===== config.mk =====
export PLATFORM = sky130hd
export DESIGN_NAME = evseq_core
export DESIGN_NICKNAME = d
export VERILOG_FILES = /design/src/core/evseq_pkg.sv /design/src/core/evseq_alu.sv /design/src/core/evseq_core.sv /design/src/core/evseq_event_select.sv
export VERILOG_INCLUDE_DIRS = /design/src /design/src/core
export SDC_FILE = /design/constraint.sdc
export NUM_CORES = 2
export LEC_CHECK = 0
export BUFFER_PORTS_ARGS = -buffer_cell sky130_fd_sc_hd__buf_2
export CORE_UTILIZATION = 25
export DETAILED_ROUTE_END_ITERATION = 7
export PLACE_DENSITY_LB_ADDON = 0.08
export SYNTH_ARGS = -nofsm -noshare
export SYNTH_HDL_FRONTEND = slang
export SYNTH_HIERARCHICAL = 1
export SYNTH_SLANG_ARGS = --single-unit
export TNS_END_PERCENT = 10

===== constraint.sdc =====
create_clock -name aclk -period 8.19 [get_ports aclk]
set_clock_uncertainty 0.2 [all_clocks]
set_input_delay 0.819 -clock aclk [delete_from_list [all_inputs] [get_ports aclk]]
set_output_delay 0.819 -clock aclk [all_outputs]
set_load 0.05 [all_outputs]

===== src/core/evseq_cfg.svh =====
// Constants of the event-triggered microsequencer
`ifndef EVSEQ_CFG_SVH
`define EVSEQ_CFG_SVH
// Register byte offsets on the AXI4-Lite slave
`define EVSEQ_OFS_CTRL   8'h00
`define EVSEQ_OFS_BASE   8'h04
`define EVSEQ_OFS_OSC    8'h08
`define EVSEQ_OFS_STATUS 8'h0C
`define EVSEQ_OFS_DATA_A 8'h10
`define EVSEQ_OFS_DATA_B 8'h14
`define EVSEQ_OFS_PAGE   8'h18
// Field positions
`define EVSEQ_CTRL_EN    0
`define EVSEQ_CTRL_SEL   2:1
`define EVSEQ_OSC_EN     0
// Reset values
`define EVSEQ_RST_BASE   32'h0000_0000
`define EVSEQ_RST_SEL    2'h0
// Opcodes
`define EVSEQ_OP_PAGE    5'h00
`define EVSEQ_OP_IMM8    5'h01
`define EVSEQ_OP_RD8     5'h02
`define EVSEQ_OP_RD16    5'h03
`define EVSEQ_OP_RD32    5'h04
`define EVSEQ_OP_WR8     5'h05
`define EVSEQ_OP_WR16    5'h06
`define EVSEQ_OP_WR32    5'h07
`define EVSEQ_OP_WAIT    5'h08
`define EVSEQ_OP_NIBMUL  5'h09
`define EVSEQ_OP_BYTEMUL 5'h0A
`define EVSEQ_OP_ADDAB   5'h0B
`define EVSEQ_OP_ADDIMM  5'h0C
`define EVSEQ_OP_BCD     5'h0D
`define EVSEQ_OP_SHIFT   5'h0E
`define EVSEQ_OP_END     5'h1F
// Parameter bytes after the instruction byte
`define EVSEQ_LEN_NONE   2'h0
`define EVSEQ_LEN_ONE    2'h1
`define EVSEQ_LEN_PAGE   2'h3
// Bus access sizes and misc constants
`define EVSEQ_SZ_BYTE    2'h0
`define EVSEQ_SZ_HALF    2'h1
`define EVSEQ_SZ_WORD    2'h2
`define EVSEQ_PC_STEP    32'h0000_0001
`define EVSEQ_BCD_TEN    8'h0A
`define EVSEQ_RESP_OKAY  2'h0
`define EVSEQ_RESP_SLV   2'h2
`endif


===== src/core/evseq_pkg.sv =====
// Types of the event-triggered microsequencer
package evseq_pkg;
  typedef enum logic [5:0] {
    st_idle  = 6'h01,
    st_fetch = 6'h02,
    st_parm  = 6'h04,
    st_exec  = 6'h08,
    st_mem   = 6'h10,
    st_wait  = 6'h20
  } evseq_state_type;

  typedef struct packed {
    logic            prev;
  } evseq_edge_type;

  typedef struct packed {
    evseq_state_type st;
    logic            launch_enable;
    logic [1:0]      sel;
    logic [31:0]     base;
    logic            osc_en;
    logic            flag;
    logic            clk_on;
    logic [31:0]     pc;
    logic [7:0]      inst;
    logic [23:0]     opnd;
    logic [1:0]      cnt;
    logic [31:0]     a;
    logic [31:0]     b;
    logic [23:0]     page;
    logic            req;
    logic            we;
    logic [1:0]      size;
    logic [31:0]     addr;
    logic [31:0]     wdata;
    logic            aw_held;
    logic [7:0]      awaddr;
    logic            w_held;
    logic [31:0]     axi_wdata;
    logic [3:0]      wstrb;
    logic            bvalid;
    logic [1:0]      bresp;
    logic            rvalid;
    logic [31:0]     rdata;
    logic [1:0]      rresp;
  } evseq_core_type;
endpackage

===== src/core/evseq_alu.sv =====
// Arithmetic instructions of the microsequencer
`timescale 1ns/100ps
`include "evseq_cfg.svh"
module evseq_alu
  import evseq_pkg::*;
(
  input  wire logic [31:0] a,
  input  wire logic [31:0] b,
  input  wire logic [4:0]  op,
  input  wire logic [2:0]  prm,
  input  wire logic [7:0]  imm,
  output logic      [31:0] a_res,
  output logic      [31:0] b_res
);
  logic [3:0]  nib;
  logic [7:0]  byt;
  logic [19:0] nib_prod;
  logic [23:0] byte_prod;
  logic [7:0]  bcd_bin;
  logic [4:0]  shamt;

  // Operand picks and products sized so nothing overflows
  assign nib       = a[{prm, 2'b00} +: 4];
  assign byt       = a[{prm[1:0], 3'b000} +: 8];
  assign nib_prod  = 20'(nib) * 20'(b[15:0]);
  assign byte_prod = 24'(byt) * 24'(b[15:0]);
  assign bcd_bin   = 8'(a[7:4]) * `EVSEQ_BCD_TEN + 8'(a[3:0]);
  assign shamt     = {3'(prm[1:0]) + 3'h1, 2'b00};

  // Results; registers not touched by an opcode pass through
  always_comb begin
    a_res = a;
    b_res = b;
    unique case (op)
      `EVSEQ_OP_NIBMUL:  b_res = {12'h000, nib_prod};
      `EVSEQ_OP_BYTEMUL: b_res = {8'h00, byte_prod};
      `EVSEQ_OP_ADDAB:   b_res = a + b;
      `EVSEQ_OP_ADDIMM:  a_res = a + {21'h00_0000, prm, imm};
      `EVSEQ_OP_BCD:     a_res = {a[31:8], bcd_bin};
      `EVSEQ_OP_SHIFT:   a_res = a >> shamt;
      default: begin
        a_res = a;
        b_res = b;
      end
    endcase
  end
endmodule


===== src/core/evseq_core.sv =====
// Event-triggered microsequencer with AXI4-Lite registers
//
// Overview of operation
// - Reset: launching disabled, sequencer idle.
// - Two-bit select picks launch source.
// - Launch on rising edge, not level.
// - Launch: clock on, fetch from base.
// - Sequential fetch; end or invalid stops.
// - Clock off at idle unless oscillator enabled; code turns it off only as a run ends, not on clearing the enable.
// - Edges during a run are dropped.
// - Disabling launch never aborts a run.
// - Two 32-bit data registers, 24-bit page.
// - Byte: five-bit opcode, three-bit parameter.
// - Page load from three bytes, low first.
// - Immediate byte into chosen lane.
// - Byte read from page plus offset.
// - Half and word reads into A/B.
// - Byte, half, word writes from A/B.
// - Wait stalls until chosen event high.
// - Nibble or byte of A times B.
// - Add A to B; add immediate to A.
// - Two BCD digits to binary.
// - Shift A right by 4 to 16.
//
// The implementer's own choices: the register addresses and the AXI4-Lite register port.
`timescale 1ns/100ps
`include "evseq_cfg.svh"
module evseq_core
  import evseq_pkg::*;
(
  input  wire logic        aclk,
  input  wire logic        aresetn,
  input  wire logic        s_axi_awvalid,
  output logic             s_axi_awready,
  input  wire logic [7:0]  s_axi_awaddr,
  input  wire logic        s_axi_wvalid,
  output logic             s_axi_wready,
  input  wire logic [31:0] s_axi_wdata,
  input  wire logic [3:0]  s_axi_wstrb,
  output logic             s_axi_bvalid,
  input  wire logic        s_axi_bready,
  output logic      [1:0]  s_axi_bresp,
  input  wire logic        s_axi_arvalid,
  output logic             s_axi_arready,
  input  wire logic [7:0]  s_axi_araddr,
  output logic             s_axi_rvalid,
  input  wire logic        s_axi_rready,
  output logic      [31:0] s_axi_rdata,
  output logic      [1:0]  s_axi_rresp,
  input  wire logic        rtc_irq,
  input  wire logic        display_irq,
  input  wire logic        combined_irq,
  input  wire logic        gpio_irq,
  input  wire logic        host_interface_irq,
  output logic             sys_clk_on,
  output logic             launch_flag,
  output logic             sys_req,
  output logic             sys_we,
  output logic      [1:0]  sys_size,
  output logic      [31:0] sys_addr,
  output logic      [31:0] sys_wdata,
  input  wire logic [31:0] sys_rdata,
  input  wire logic        sys_ack
);
  evseq_core_type r;
  evseq_core_type n;
  logic           launch_rise;
  logic           wait_level;
  logic [4:0]     op;
  logic [2:0]     par;
  logic [7:0]     prm;
  logic [31:0]    alu_a;
  logic [31:0]    alu_b;
  logic [31:0]    src;
  logic [1:0]     len;
  logic           stop_op;
  logic [7:0]     aw_word;
  logic [7:0]     ar_word;
  logic [31:0]    lane_src;

  assign op  = r.inst[7:3];
  assign par = r.inst[2:0];
  assign prm = r.opnd[23:16];

  // anything past the shift opcode stops
  assign stop_op = (sys_rdata[7:3] > `EVSEQ_OP_SHIFT);

  // Parameter bytes that follow each opcode
  always_comb begin
    unique case (sys_rdata[7:3])
      `EVSEQ_OP_PAGE: len = `EVSEQ_LEN_PAGE;
      `EVSEQ_OP_IMM8, `EVSEQ_OP_RD8, `EVSEQ_OP_RD16, `EVSEQ_OP_RD32,
      `EVSEQ_OP_WR8, `EVSEQ_OP_WR16, `EVSEQ_OP_WR32,
      `EVSEQ_OP_ADDIMM: len = `EVSEQ_LEN_ONE;
      default: len = `EVSEQ_LEN_NONE;
    endcase
  end

  // Byte stores pick A or B by parameter bit 2
  assign lane_src = par[2] ? r.b : r.a;

  // store source by size and parameter
  always_comb begin
    unique case (op)
      `EVSEQ_OP_WR8:
        src = {24'h00_0000, lane_src[{par[1:0], 3'b000} +: 8]};
      `EVSEQ_OP_WR16:
        src = {16'h0000, (par[1] ? r.b[15:0] : r.a[15:0])};
      default: src = par[0] ? r.b : r.a;
    endcase
  end

  evseq_event_select u_event (
    .aclk               (aclk),
    .aresetn            (aresetn),
    .rtc_irq            (rtc_irq),
    .display_irq        (display_irq),
    .combined_irq       (combined_irq),
    .gpio_irq           (gpio_irq),
    .host_interface_irq (host_interface_irq),
    .launch_sel         (r.sel),
    .wait_sel           (par[1:0]),
    // armed only while idle; a run is never cut
    .arm                (r.launch_enable && r.st == st_idle),
    .launch_rise        (launch_rise),
    .wait_level         (wait_level)
  );

  evseq_alu u_alu (
    .a     (r.a),
    .b     (r.b),
    .op    (op),
    .prm   (par),
    .imm   (prm),
    .a_res (alu_a),
    .b_res (alu_b)
  );

  // Word-aligned register index of the held write address and the incoming read address
  assign aw_word = {r.awaddr[7:2], 2'b00};
  assign ar_word = {s_axi_araddr[7:2], 2'b00};

  // Next state of bus slave and sequencer
  always_comb begin
    n = r;
    // Address and data may come in either order
    if (s_axi_awvalid && !r.aw_held) begin
      n.aw_held = 1'b1;
      n.awaddr  = s_axi_awaddr;
    end
    if (s_axi_wvalid && !r.w_held) begin
      n.w_held    = 1'b1;
      n.axi_wdata = s_axi_wdata;
      n.wstrb     = s_axi_wstrb;
    end
    if (r.bvalid && s_axi_bready) begin
      n.bvalid = 1'b0;
    end
    // Write commits only once the previous response is gone
    if (r.aw_held && r.w_held && !r.bvalid) begin
      n.aw_held = 1'b0;
      n.w_held  = 1'b0;
      n.bvalid  = 1'b1;
      n.bresp   = `EVSEQ_RESP_OKAY;
      if (aw_word == `EVSEQ_OFS_CTRL) begin
        if (r.wstrb[0]) begin
          n.launch_enable = r.axi_wdata[`EVSEQ_CTRL_EN];
          n.sel           = r.axi_wdata[`EVSEQ_CTRL_SEL];
        end
      end else if (aw_word == `EVSEQ_OFS_BASE) begin
        for (int i = 0; i < 4; i++) begin
          if (r.wstrb[i]) begin
            n.base[i*8 +: 8] = r.axi_wdata[i*8 +: 8];
          end
        end
      end else if (aw_word == `EVSEQ_OFS_OSC) begin
        if (r.wstrb[0]) begin
          n.osc_en = r.axi_wdata[`EVSEQ_OSC_EN];
        end
      end else begin
        // Status and data views are read-only
        n.bresp = `EVSEQ_RESP_SLV;
      end
    end
    // Read channel: one answer outstanding
    if (r.rvalid && s_axi_rready) begin
      n.rvalid = 1'b0;
    end
    if (s_axi_arvalid && !r.rvalid) begin
      n.rvalid = 1'b1;
      n.rresp  = `EVSEQ_RESP_OKAY;
      n.rdata  = 32'h0000_0000;
      unique case (ar_word)
        `EVSEQ_OFS_CTRL:
          n.rdata[2:0] = {r.sel, r.launch_enable};
        `EVSEQ_OFS_BASE:   n.rdata = r.base;
        `EVSEQ_OFS_OSC:    n.rdata[0] = r.osc_en;
        `EVSEQ_OFS_STATUS: n.rdata[7:0] = {r.st, r.clk_on, r.flag};
        `EVSEQ_OFS_DATA_A: n.rdata = r.a;
        `EVSEQ_OFS_DATA_B: n.rdata = r.b;
        `EVSEQ_OFS_PAGE:   n.rdata = {r.page, 8'h00};
        default:           n.rresp = `EVSEQ_RESP_SLV;
      endcase
    end
    // Sequencer
    unique case (r.st)
      st_idle: begin
        // start the run at the base address
        if (launch_rise) begin
          n.st     = st_fetch;
          n.flag   = 1'b1;
          n.clk_on = 1'b1;
          n.pc     = r.base;
        end
      end
      st_fetch: begin
        if (!r.req) begin
          n.req  = 1'b1;
          n.we   = 1'b0;
          n.size = `EVSEQ_SZ_BYTE;
          n.addr = r.pc;
        end else if (sys_ack) begin
          n.req  = 1'b0;
          n.pc   = r.pc + `EVSEQ_PC_STEP;
          n.inst = sys_rdata[7:0];
          n.cnt  = len;
          if (stop_op) begin
            n.st   = st_idle;
            n.flag = 1'b0;
            if (!r.osc_en) begin
              n.clk_on = 1'b0;
            end
          end else if (len != `EVSEQ_LEN_NONE) begin
            n.st = st_parm;
          end else begin
            n.st = st_exec;
          end
        end
      end
      st_parm: begin
        if (!r.req) begin
          n.req  = 1'b1;
          n.we   = 1'b0;
          n.size = `EVSEQ_SZ_BYTE;
          n.addr = r.pc;
        end else if (sys_ack) begin
          n.req = 1'b0;
          n.pc  = r.pc + `EVSEQ_PC_STEP;
          // bytes shift in from the top
          n.opnd = {sys_rdata[7:0], r.opnd[23:8]};
          n.cnt  = r.cnt - `EVSEQ_LEN_ONE;
          if (r.cnt == `EVSEQ_LEN_ONE) begin
            n.st = st_exec;
          end
        end
      end
      st_exec: begin
        n.st = st_fetch;
        unique case (op)
          `EVSEQ_OP_PAGE: n.page = r.opnd;
          `EVSEQ_OP_IMM8: begin
            if (par[2]) begin
              n.b[{par[1:0], 3'b000} +: 8] = prm;
            end else begin
              n.a[{par[1:0], 3'b000} +: 8] = prm;
            end
          end
          `EVSEQ_OP_RD8, `EVSEQ_OP_RD16, `EVSEQ_OP_RD32,
          `EVSEQ_OP_WR8, `EVSEQ_OP_WR16, `EVSEQ_OP_WR32: n.st = st_mem;
          `EVSEQ_OP_WAIT: n.st = st_wait;
          default: begin
            n.a = alu_a;
            n.b = alu_b;
          end
        endcase
      end
      st_mem: begin
        if (!r.req) begin
          // page on top of the offset
          n.req   = 1'b1;
          n.addr  = {r.page, prm};
          n.we    = (op >= `EVSEQ_OP_WR8);
          n.wdata = src;
          if (op == `EVSEQ_OP_RD16 || op == `EVSEQ_OP_WR16) begin
            n.size = `EVSEQ_SZ_HALF;
          end else if (op == `EVSEQ_OP_RD32 || op == `EVSEQ_OP_WR32) begin
            n.size = `EVSEQ_SZ_WORD;
          end else begin
            n.size = `EVSEQ_SZ_BYTE;
          end
        end else if (sys_ack) begin
          n.req = 1'b0;
          n.st  = st_fetch;
          // read data into A or B
          if (op == `EVSEQ_OP_RD8 && par[2]) begin
            n.b[{par[1:0], 3'b000} +: 8] = sys_rdata[7:0];
          end else if (op == `EVSEQ_OP_RD8) begin
            n.a[{par[1:0], 3'b000} +: 8] = sys_rdata[7:0];
          end else if (op == `EVSEQ_OP_RD16 && par[1]) begin
            n.b[15:0] = sys_rdata[15:0];
          end else if (op == `EVSEQ_OP_RD16) begin
            n.a[15:0] = sys_rdata[15:0];
          end else if (op == `EVSEQ_OP_RD32 && par[0]) begin
            n.b = sys_rdata;
          end else if (op == `EVSEQ_OP_RD32) begin
            n.a = sys_rdata;
          end
        end
      end
      st_wait: begin
        // no fetch until the event is high
        if (wait_level) begin
          n.st = st_fetch;
        end
      end
    endcase
  end

  always_ff @(posedge aclk) begin
    if (!aresetn) begin
      r      <= '0;
      r.st   <= st_idle;
      r.sel  <= `EVSEQ_RST_SEL;
      r.base <= `EVSEQ_RST_BASE;
    end else begin
      r <= n;
    end
  end

  // Outputs straight from flops; readies reflect free holding slots
  assign s_axi_awready = !r.aw_held;
  assign s_axi_wready  = !r.w_held;
  assign s_axi_bvalid  = r.bvalid;
  assign s_axi_bresp   = r.bresp;
  assign s_axi_arready = !r.rvalid;
  assign s_axi_rvalid  = r.rvalid;
  assign s_axi_rdata   = r.rdata;
  assign s_axi_rresp   = r.rresp;
  assign sys_clk_on    = r.clk_on;
  assign launch_flag   = r.flag;
  assign sys_req       = r.req;
  assign sys_we        = r.we;
  assign sys_size      = r.size;
  assign sys_addr      = r.addr;
  assign sys_wdata     = r.wdata;

  property p_reset_idle;
    @(posedge aclk) disable iff (!aresetn)
      $rose(aresetn) |-> r.st == st_idle && !r.launch_enable && !r.flag;
  endproperty
  a_reset_idle: assert property (p_reset_idle)
    else $error("not idle and disabled after reset");

  property p_launch_start;
    @(posedge aclk) disable iff (!aresetn)
      (r.st == st_idle && launch_rise)
        |=> r.st == st_fetch && r.pc == $past(r.base) && sys_clk_on
            ##1 sys_req && sys_addr == $past(r.base, 2);
  endproperty
  a_launch_start: assert property (p_launch_start)
    else $error("launch did not fetch from base with clock on");

  property p_no_level_launch;
    @(posedge aclk) disable iff (!aresetn)
      (r.st == st_idle && $past(r.st == st_idle) && $stable(r.sel)
       && $past(u_event.lvl) && u_event.lvl) |=> r.st == st_idle;
  endproperty
  a_no_level_launch: assert property (p_no_level_launch)
    else $error("steady high source launched a run");

  property p_end_idle;
    @(posedge aclk) disable iff (!aresetn)
      (r.st == st_fetch && r.req && sys_ack && stop_op)
        |=> r.st == st_idle && !launch_flag
            && (sys_clk_on == $past(r.osc_en || !r.clk_on ? r.clk_on
                                                           : 1'b0));
  endproperty
  a_end_idle: assert property (p_end_idle)
    else $error("stop opcode did not return to idle");

  property p_clock_off;
    @(posedge aclk) disable iff (!aresetn)
      (r.st == st_fetch && r.req && sys_ack && stop_op && !r.osc_en)
        |=> !sys_clk_on;
  endproperty
  a_clock_off: assert property (p_clock_off)
    else $error("clock left on with oscillator disabled");

  property p_run_holds;
    @(posedge aclk) disable iff (!aresetn)
      (r.st != st_idle && !(r.st == st_fetch && sys_ack && stop_op))
        |=> r.st != st_idle && launch_flag;
  endproperty
  a_run_holds: assert property (p_run_holds)
    else $error("run ended without a stop opcode");

  property p_no_queue;
    @(posedge aclk) disable iff (!aresetn)
      (r.st != st_idle && u_event.lvl && !u_event.r.prev)
        |=> !(r.st == st_fetch && r.pc == r.base && $past(r.st) == st_idle);
  endproperty
  a_no_queue: assert property (p_no_queue)
    else $error("edge during a run started a launch");

  property p_page_load;
    @(posedge aclk) disable iff (!aresetn)
      (r.st == st_exec && op == `EVSEQ_OP_PAGE) |=> r.page == $past(r.opnd);
  endproperty
  a_page_load: assert property (p_page_load)
    else $error("page register not loaded from operands");

  property p_mem_addr;
    @(posedge aclk) disable iff (!aresetn)
      (r.st == st_mem && r.req) |-> sys_addr == {r.page, prm};
  endproperty
  a_mem_addr: assert property (p_mem_addr)
    else $error("memory access address not page plus offset");

  property p_wait_stall;
    @(posedge aclk) disable iff (!aresetn)
      (r.st == st_wait && !wait_level) |=> r.st == st_wait && !sys_req;
  endproperty
  a_wait_stall: assert property (p_wait_stall)
    else $error("fetch resumed before the awaited event");
endmodule


===== src/core/evseq_event_select.sv =====
// Event source selection and rising-edge detection
`timescale 1ns/100ps
`include "evseq_cfg.svh"
module evseq_event_select
  import evseq_pkg::*;
(
  input  wire logic       aclk,
  input  wire logic       aresetn,
  input  wire logic       rtc_irq,
  input  wire logic       display_irq,
  input  wire logic       combined_irq,
  input  wire logic       gpio_irq,
  input  wire logic       host_interface_irq,
  input  wire logic [1:0] launch_sel,
  input  wire logic [1:0] wait_sel,
  input  wire logic       arm,
  output logic            launch_rise,
  output logic            wait_level
);
  evseq_edge_type r;
  evseq_edge_type n;
  logic           lvl;

  // Launch source: rtc, display, combined, gpio
  always_comb begin
    unique case (launch_sel)
      2'h0: lvl = rtc_irq;
      2'h1: lvl = display_irq;
      2'h2: lvl = combined_irq;
      default: lvl = gpio_irq;
    endcase
  end

  // Wait source: host interface replaces the combined line
  always_comb begin
    unique case (wait_sel)
      2'h0: wait_level = rtc_irq;
      2'h1: wait_level = display_irq;
      2'h2: wait_level = host_interface_irq;
      default: wait_level = gpio_irq;
    endcase
  end

  // History always tracks, so a level high when arming is not an edge
  always_comb begin
    n      = r;
    n.prev = lvl;
  end

  assign launch_rise = arm && lvl && !r.prev;

  always_ff @(posedge aclk) begin
    if (!aresetn) begin
      r <= '0;
    end else begin
      r <= n;
    end
  end
endmodule


# [Yosys cells after proc, flatten, opt, wreduce, memory -nomap -nowiden]
# Memories as Yosys holds them, arrays and structs flattened.
# Cells that the tools add are included.
[totals] ff_bits=351 latch_bits=0 ram_bits=0 rom_bits=32 output_inout_bits=111 elab_cells=262 n_memories=1
[memory_table] memory="(name not given)" depth=16 word_bits=2 read_ports=1 rd_ports_with_merged_regs=0 write_ports=0 line="evseq_core.sv:90" rtl="unique case (sys_rdata[7:3])"
[classes] n_addsub=7 multipliers=3 div_mod_pow=0 magnitude_cmp=2 eq_ne=66 n_shift=7 n_mux=77 n_bitwise=4 reduce_logical=59
[ops] op="$mux 32" count=14
[ops] op="$pmux 32 s3" count=3
[ops] op="$pmux 64 s2" count=2
[ops] op="$bwmux 32" count=4
[ops] op="$mux 64" count=2
[ops] op="$pmux 24 s4" count=1
[ops] op="$mux 42" count=2
[ops] op="$pmux 36 s2" count=1
[ops] op="$mux 35" count=2
[ops] op="$mux 67" count=1
[ops] op="$mux 16" count=4
[ops] op="$pmux 32 s2" count=1
[ops] op="$shiftx 32x6->8" count=2
[ops] op="$shiftx 8x7->32" count=2
[ops] op="$mux 6" count=10
[ops] op="$mux 48" count=1
[ops] op="$pmux 6 s6" count=1
[ops] op="$eq 5x4->1 const B" count=7
[ops] op="$mux 34" count=1
[ops] op="$ne 3x3->1 const B" count=11
[ops] op="$add 32x1->32 const B" count=1
[ops] op="$add 32x11->32" count=1
[ops] op="$add 32x32->32" count=1
[ops] op="$shift 8x7->32 const A" count=1
[ops] op="59 further kinds" count=149

# [Logic depth before layout (Yosys ltp)]
[depth] word_depth=10 ltp_mapped=27 depth_no_buf=24

# [Hierarchy]
# Netlist, hierarchy kept.
[by_module_without_submodules] mod="evseq_core" n_inst=1 cells_each=2258 area_per_inst_um2=18238.7 seq_area_each_um2=6926.6
[by_module_without_submodules] mod="evseq_alu" n_inst=1 cells_each=1387 area_per_inst_um2=10487.6 seq_area_each_um2=0.0
[by_module_without_submodules] mod="evseq_event_select" n_inst=1 cells_each=5 area_per_inst_um2=80.1 seq_area_each_um2=20.0

# [Worst setup path after synthesis]
# OpenSTA, ideal clock, no wires.
[synth_timing] kind="register to register" startpoint="register r (netlist bit par[1])" endpoint="register r[199] (netlist name)" setup_time_ns=0.117 arrival_time_ns=6.485 slack_ns=1.389 stages_incl_launch_ff=26 n_path_buf=3 cell_sequence="dfxtp_1 clkbuf_1 buf_1 mux4_2 clkbuf_1 and2_1 fa_1 fa_1 fa_1 inv_1 fa_1 inv_1 ha_1 o21a_1 o21a_1 o21a_1 o221a_2 a311oi_1 o21ai_0 xnor2_1 a22oi_1 o21ai_0 a221oi_1 a31oi_1 nand3_1 o21ai_1"
[synth_between] elab_cells_between_ends=18 classes_between="add/sub: 1; mul: 1; eq/ne: 1; shift: 4; mux: 9; reduce/logical: 2"
[synth_rtl] element="from (decl)" line="evseq_core.sv:65" rtl="evseq_core_type r;"
[synth_rtl] element="from (signal assigned)" line="evseq_core.sv:326" rtl="r <= n;"
[synth_rtl] element="$shiftx 32x6->8" line="evseq_alu.sv:24" rtl="assign byt = a[{prm[1:0], 3'b000} +: 8];"
[synth_rtl] element="$mul 8x16->24" line="evseq_alu.sv:26" rtl="assign byte_prod = 24'(byt) * 24'(b[15:0]);"
[synth_rtl] element="$pmux 32 s3" line="evseq_alu.sv:34" rtl="unique case (op)"
[synth_rtl] element="named net alu_b[23]" line="evseq_core.sv:73" rtl="logic [31:0] alu_b;"
[synth_rtl] element="$pmux 64 s2" line="evseq_core.sv:259" rtl="unique case (op)"
[synth_rtl] element="$pmux 64 s2" line="evseq_core.sv:206" rtl="unique case (r.st)"
# The timed path passes the listed nets, and every way through them passes these cells. The select of a mux whose other input is x is not followed.
# A chain may end at the register's enable or synchronous reset.

# [Worst setup path after layout]
[layout_timing] startpoint="register r (netlist bit par[0])" endpoint="register r[199] (netlist name)"
# The elaborated chain is that of the path after synthesis.

==> results.py <==
metrics = {
    "run_status": {
        "status": "complete, no violations",
    },
    "yosys": {
        "synth_area_um2": 28800,
        "synth_top_flop_cell": "dfxtp_1",
        "yosysMostFrequentCell": "nand2_1",
        "synth_cells": 3650,
        "ys_ff_latch": 347,
        "yosysTopAreaCell": "dfxtp_1",
        "synth_cell_types": 113,
        "synth_edf_count": 0,
        "seq_area_frac_synth_pct": 24.1,
        "ys_warn_count": 6,
        "synthTopCellsByArea": "dfxtp_1, fa_1, nand2_1, ha_1, a21oi_1",
        "synth.top_cell.area_share_pct": 24.1,
        "syn_avg_cell_area_um2": 7.89,
        "synthTopCellsByCount": "nand2_1, dfxtp_1, nor2_1",
        "async_flop_share_pct": 0,
    },
    "cts": {
        "cts_hold_buf": 0,
        "cts-resized-gates": 0,
        "clkTransAtPathRegs_ns": 0.06,
        "worst_skew_pair.late_latency_ns": 0.62,
        "cts_setup_buffers": 0,
        "cts_root_buf": "clkbuf_16",
        "max-clock-path-buffers": 3,
        "cts_buffers": 46,
        "cts_tree": "built",
        "h-tree-depth": 2,
        "cts.sinks": 347,
    },
    "sta": {
        "hold_viol_final": 0,
        "final.min_clock_period_ns": 7.40,
        "max_freq_mhz": 135,
        "fin_crit_sh_pct": 90.3,
        "finalSetupViolCount": 0,
        "worst_slew_pin_slew_ns": 1.23,
        "slew_headroom_pct": 17.6,
        "rsz0062_at_grt": "false",
        "finalSetupTns_ns": 0,
        "slew_violations": 0,
    },
    "die": {
        "initial_core_util_pct": 25.2,
        "pin_count": 208,
        "design.core.area_um2": 114000,
        "die_h_um": 341,
        "die_area_um2": 117000,
        "die_x_um": 341,
        "rows": 124,
    },
    "layout": {
        "area_growth_syn_to_layout_pct": 12.1,
        "fillers": 12494,
        "stdcell_count": 5194,
        "nets": 3974,
        "drive_gt1_share_pct": 14.7,
        "fin_area_um2": 32300,
    },
    "critical_path": {
        "worst_path_largest_cell_delay_ns": 0.81,
        "cp_slowest_cell": "mux4_2",
        "timing.rr.start": "par[0]",
        "path_class": "reg -> reg",
        "crit_fanout": 32,
        "worst_setup_path_end_kind": "flip-flop",
        "cp-start-kind": "flip-flop",
        "path_buf_inv": 2,
        "path_delay_family": "adder cells",
        "cp_common_cell": "fa_1",
        "crit_chain": "mux4_2, and2_1, fa_1, fa_1, fa_1, inv_1, fa_1, inv_1, ha_1, o21a_1, o21a_1, o21a_1, o221a_2, a311oi_1, o21ai_0, xnor2_1, a22oi_1, o21ai_0, a221oi_1, a31oi_1, nand3_1, o21ai_1",
        "critPathArrivalTime_ns": 7.68,
        "worstRegToRegCells": 22,
        "critPathRequiredTime_ns": 8.48,
        "r2r_slack_ns": 0.79,
        "timing.rr.end": "r[199]",
    },
    "routing": {
        "vias_per_cell": 5.34,
        "vias": 27715,
        "drtAntennaViolNets": 0,
        "drt_iter0_drc": 2375,
        "wirelength_mm": 139,
        "drt-wirelength-per-cell_um": 26.8,
        "post-route-drc-count": 0,
        "dr.pass1.iters": 6,
    },
    "place": {
        "dp_hpwl_mm": 101,
        "place_inst": 5102,
        "finalWeightedCongestion": 0.882,
        "port-buffer-count": 201,
        "placed_cell_area_um2": 30800,
    },
    "global_routing": {
        "grt_usage_pct": 23.3,
        "antenna_found_initial": 8,
        "grt_pass1_wl_mm": 200,
        "grt_pass1_vias": 26480,
        "grt_overflow_total": 0,
        "grt_max_degree": 150,
    },
    "min_path": {
        "min_to": "s_axi_rvalid",
        "hp-start": "s_axi_rready",
        "hold_path.class": "in -> reg",
        "worstHoldPathCells": 2,
    },
    "run": {
        "maxCapViolCount": 0,
    },
    "pwr": {
        "p_leak_nw": 12.9,
        "total_power_mw": 4.11,
        "ir_worst_vdd_mv": 0.124,
        "power.density_nw_per_um2": 127,
    },
}
==> final cells by class <==
class	count	area [um^2]	share of cell area, %
multi-input cells	2743	19400	59.9
flip-flops and latches	347	6960	21.5
repair buffers	321	1920	5.95
well taps	1512	1890	5.86
clock buffers	68	1340	4.16
inverters	179	679	2.10
clock inverters	16	139	0.430
diodes	8	20.0	0.0620
==> stage by stage <==
step	utilization, %	hold WS [ns]	setup slack, ns
after floorplan	-	0.226	1.39
after global placement	26.9	0.234	0.740
after detailed placement	26.9	0.239	0.717
after CTS	28.2	0.142	0.680
after global routing	28.2	0.177	0.344
final	28.3	0.177	0.794
==> worst register-to-register path, cell delays in order, from the launching register on <==
cell and delay (ns):
dfxtp_4 0.77, mux4_2 0.83, and2_1 0.30, fa_1 0.51, fa_1 0.53, fa_1 0.57, inv_1 0.06, fa_1 0.54
inv_1 0.04, ha_1 0.32, o21a_1 0.18, o21a_1 0.16, o21a_1 0.18, o221a_2 0.32, a311oi_1 0.49, o21ai_0 0.20
xnor2_1 0.19, a22oi_1 0.17, o21ai_0 0.14, a221oi_1 0.28, a31oi_1 0.08, nand3_1 0.13, o21ai_1 0.07
==> layer usage <==
metal | share of wire (%) | GRT usage (%)
met2 | 44 | 35.6
met4 | 3.2 | 7.46
met5 | 0.041 | 0
met1 | 47 | 33.4
met3 | 5.6 | 3.27
==> worst max path at each step <==
stage,startpoint,cells after the start,slack (ns),endpoint
floorplan,par[1],25,1.39,r[199]
global placement,par[0],22,0.74,r[198]
detailed placement,par[0],22,0.72,r[198]
CTS,par[0],22,0.68,r[198]
global route,par[0],22,0.34,r[198]
finish,par[0],22,0.79,r[199]
==> report_power, final <==
group          switching, mW  leakage (nW)  internal, mW
logic                  0.251          9.35        0.0789
clock network          0.895         0.730          1.15
registers             0.0276          2.81          1.71
==> sequential cells by signal, summed over array words and instances (netlist names), 2 cells and up <==
register and flops:
aw_word 6, op 5, par 3, prm 8, r 218, s_axi_rdata 32
sys_addr 32, sys_size 2, sys_wdata 32
==> cells by family after synthesis <==
family,Yosys count,synth area share [%]
AND/OR/NAND/NOR,1303,21.3
AO/OA/AOI/OAI,980,23.4
buffers and inverters,561,9.06
flip-flops,347,24.1
adder cells (fa/ha/maj),239,13.4
multiplexers,146,6.50
XOR/XNOR,73,2.22
other,1,0.0130
==> cell usage in the layout, fill, tap and decap left out, types with 32 or more instances in the layout <==
cell type	Yosys	routed
nand2_1	490	489
dfxtp_1	347	342
nor2_1	304	299
a21oi_1	283	282
buf_2	30	200
inv_1	178	178
o21ai_0	164	163
and2_1	139	139
nand3_1	129	129
ha_1	123	123
buf_4	107	120
fa_1	116	116
mux2i_1	105	105
a22oi_1	94	94
a221oi_1	93	93
nor3_1	56	55
a31oi_1	53	53
xnor2_1	48	48
clkbuf_16	0	46
a21o_1	34	34
mux4_2	32	32
(Power assumes the default switching activity.)
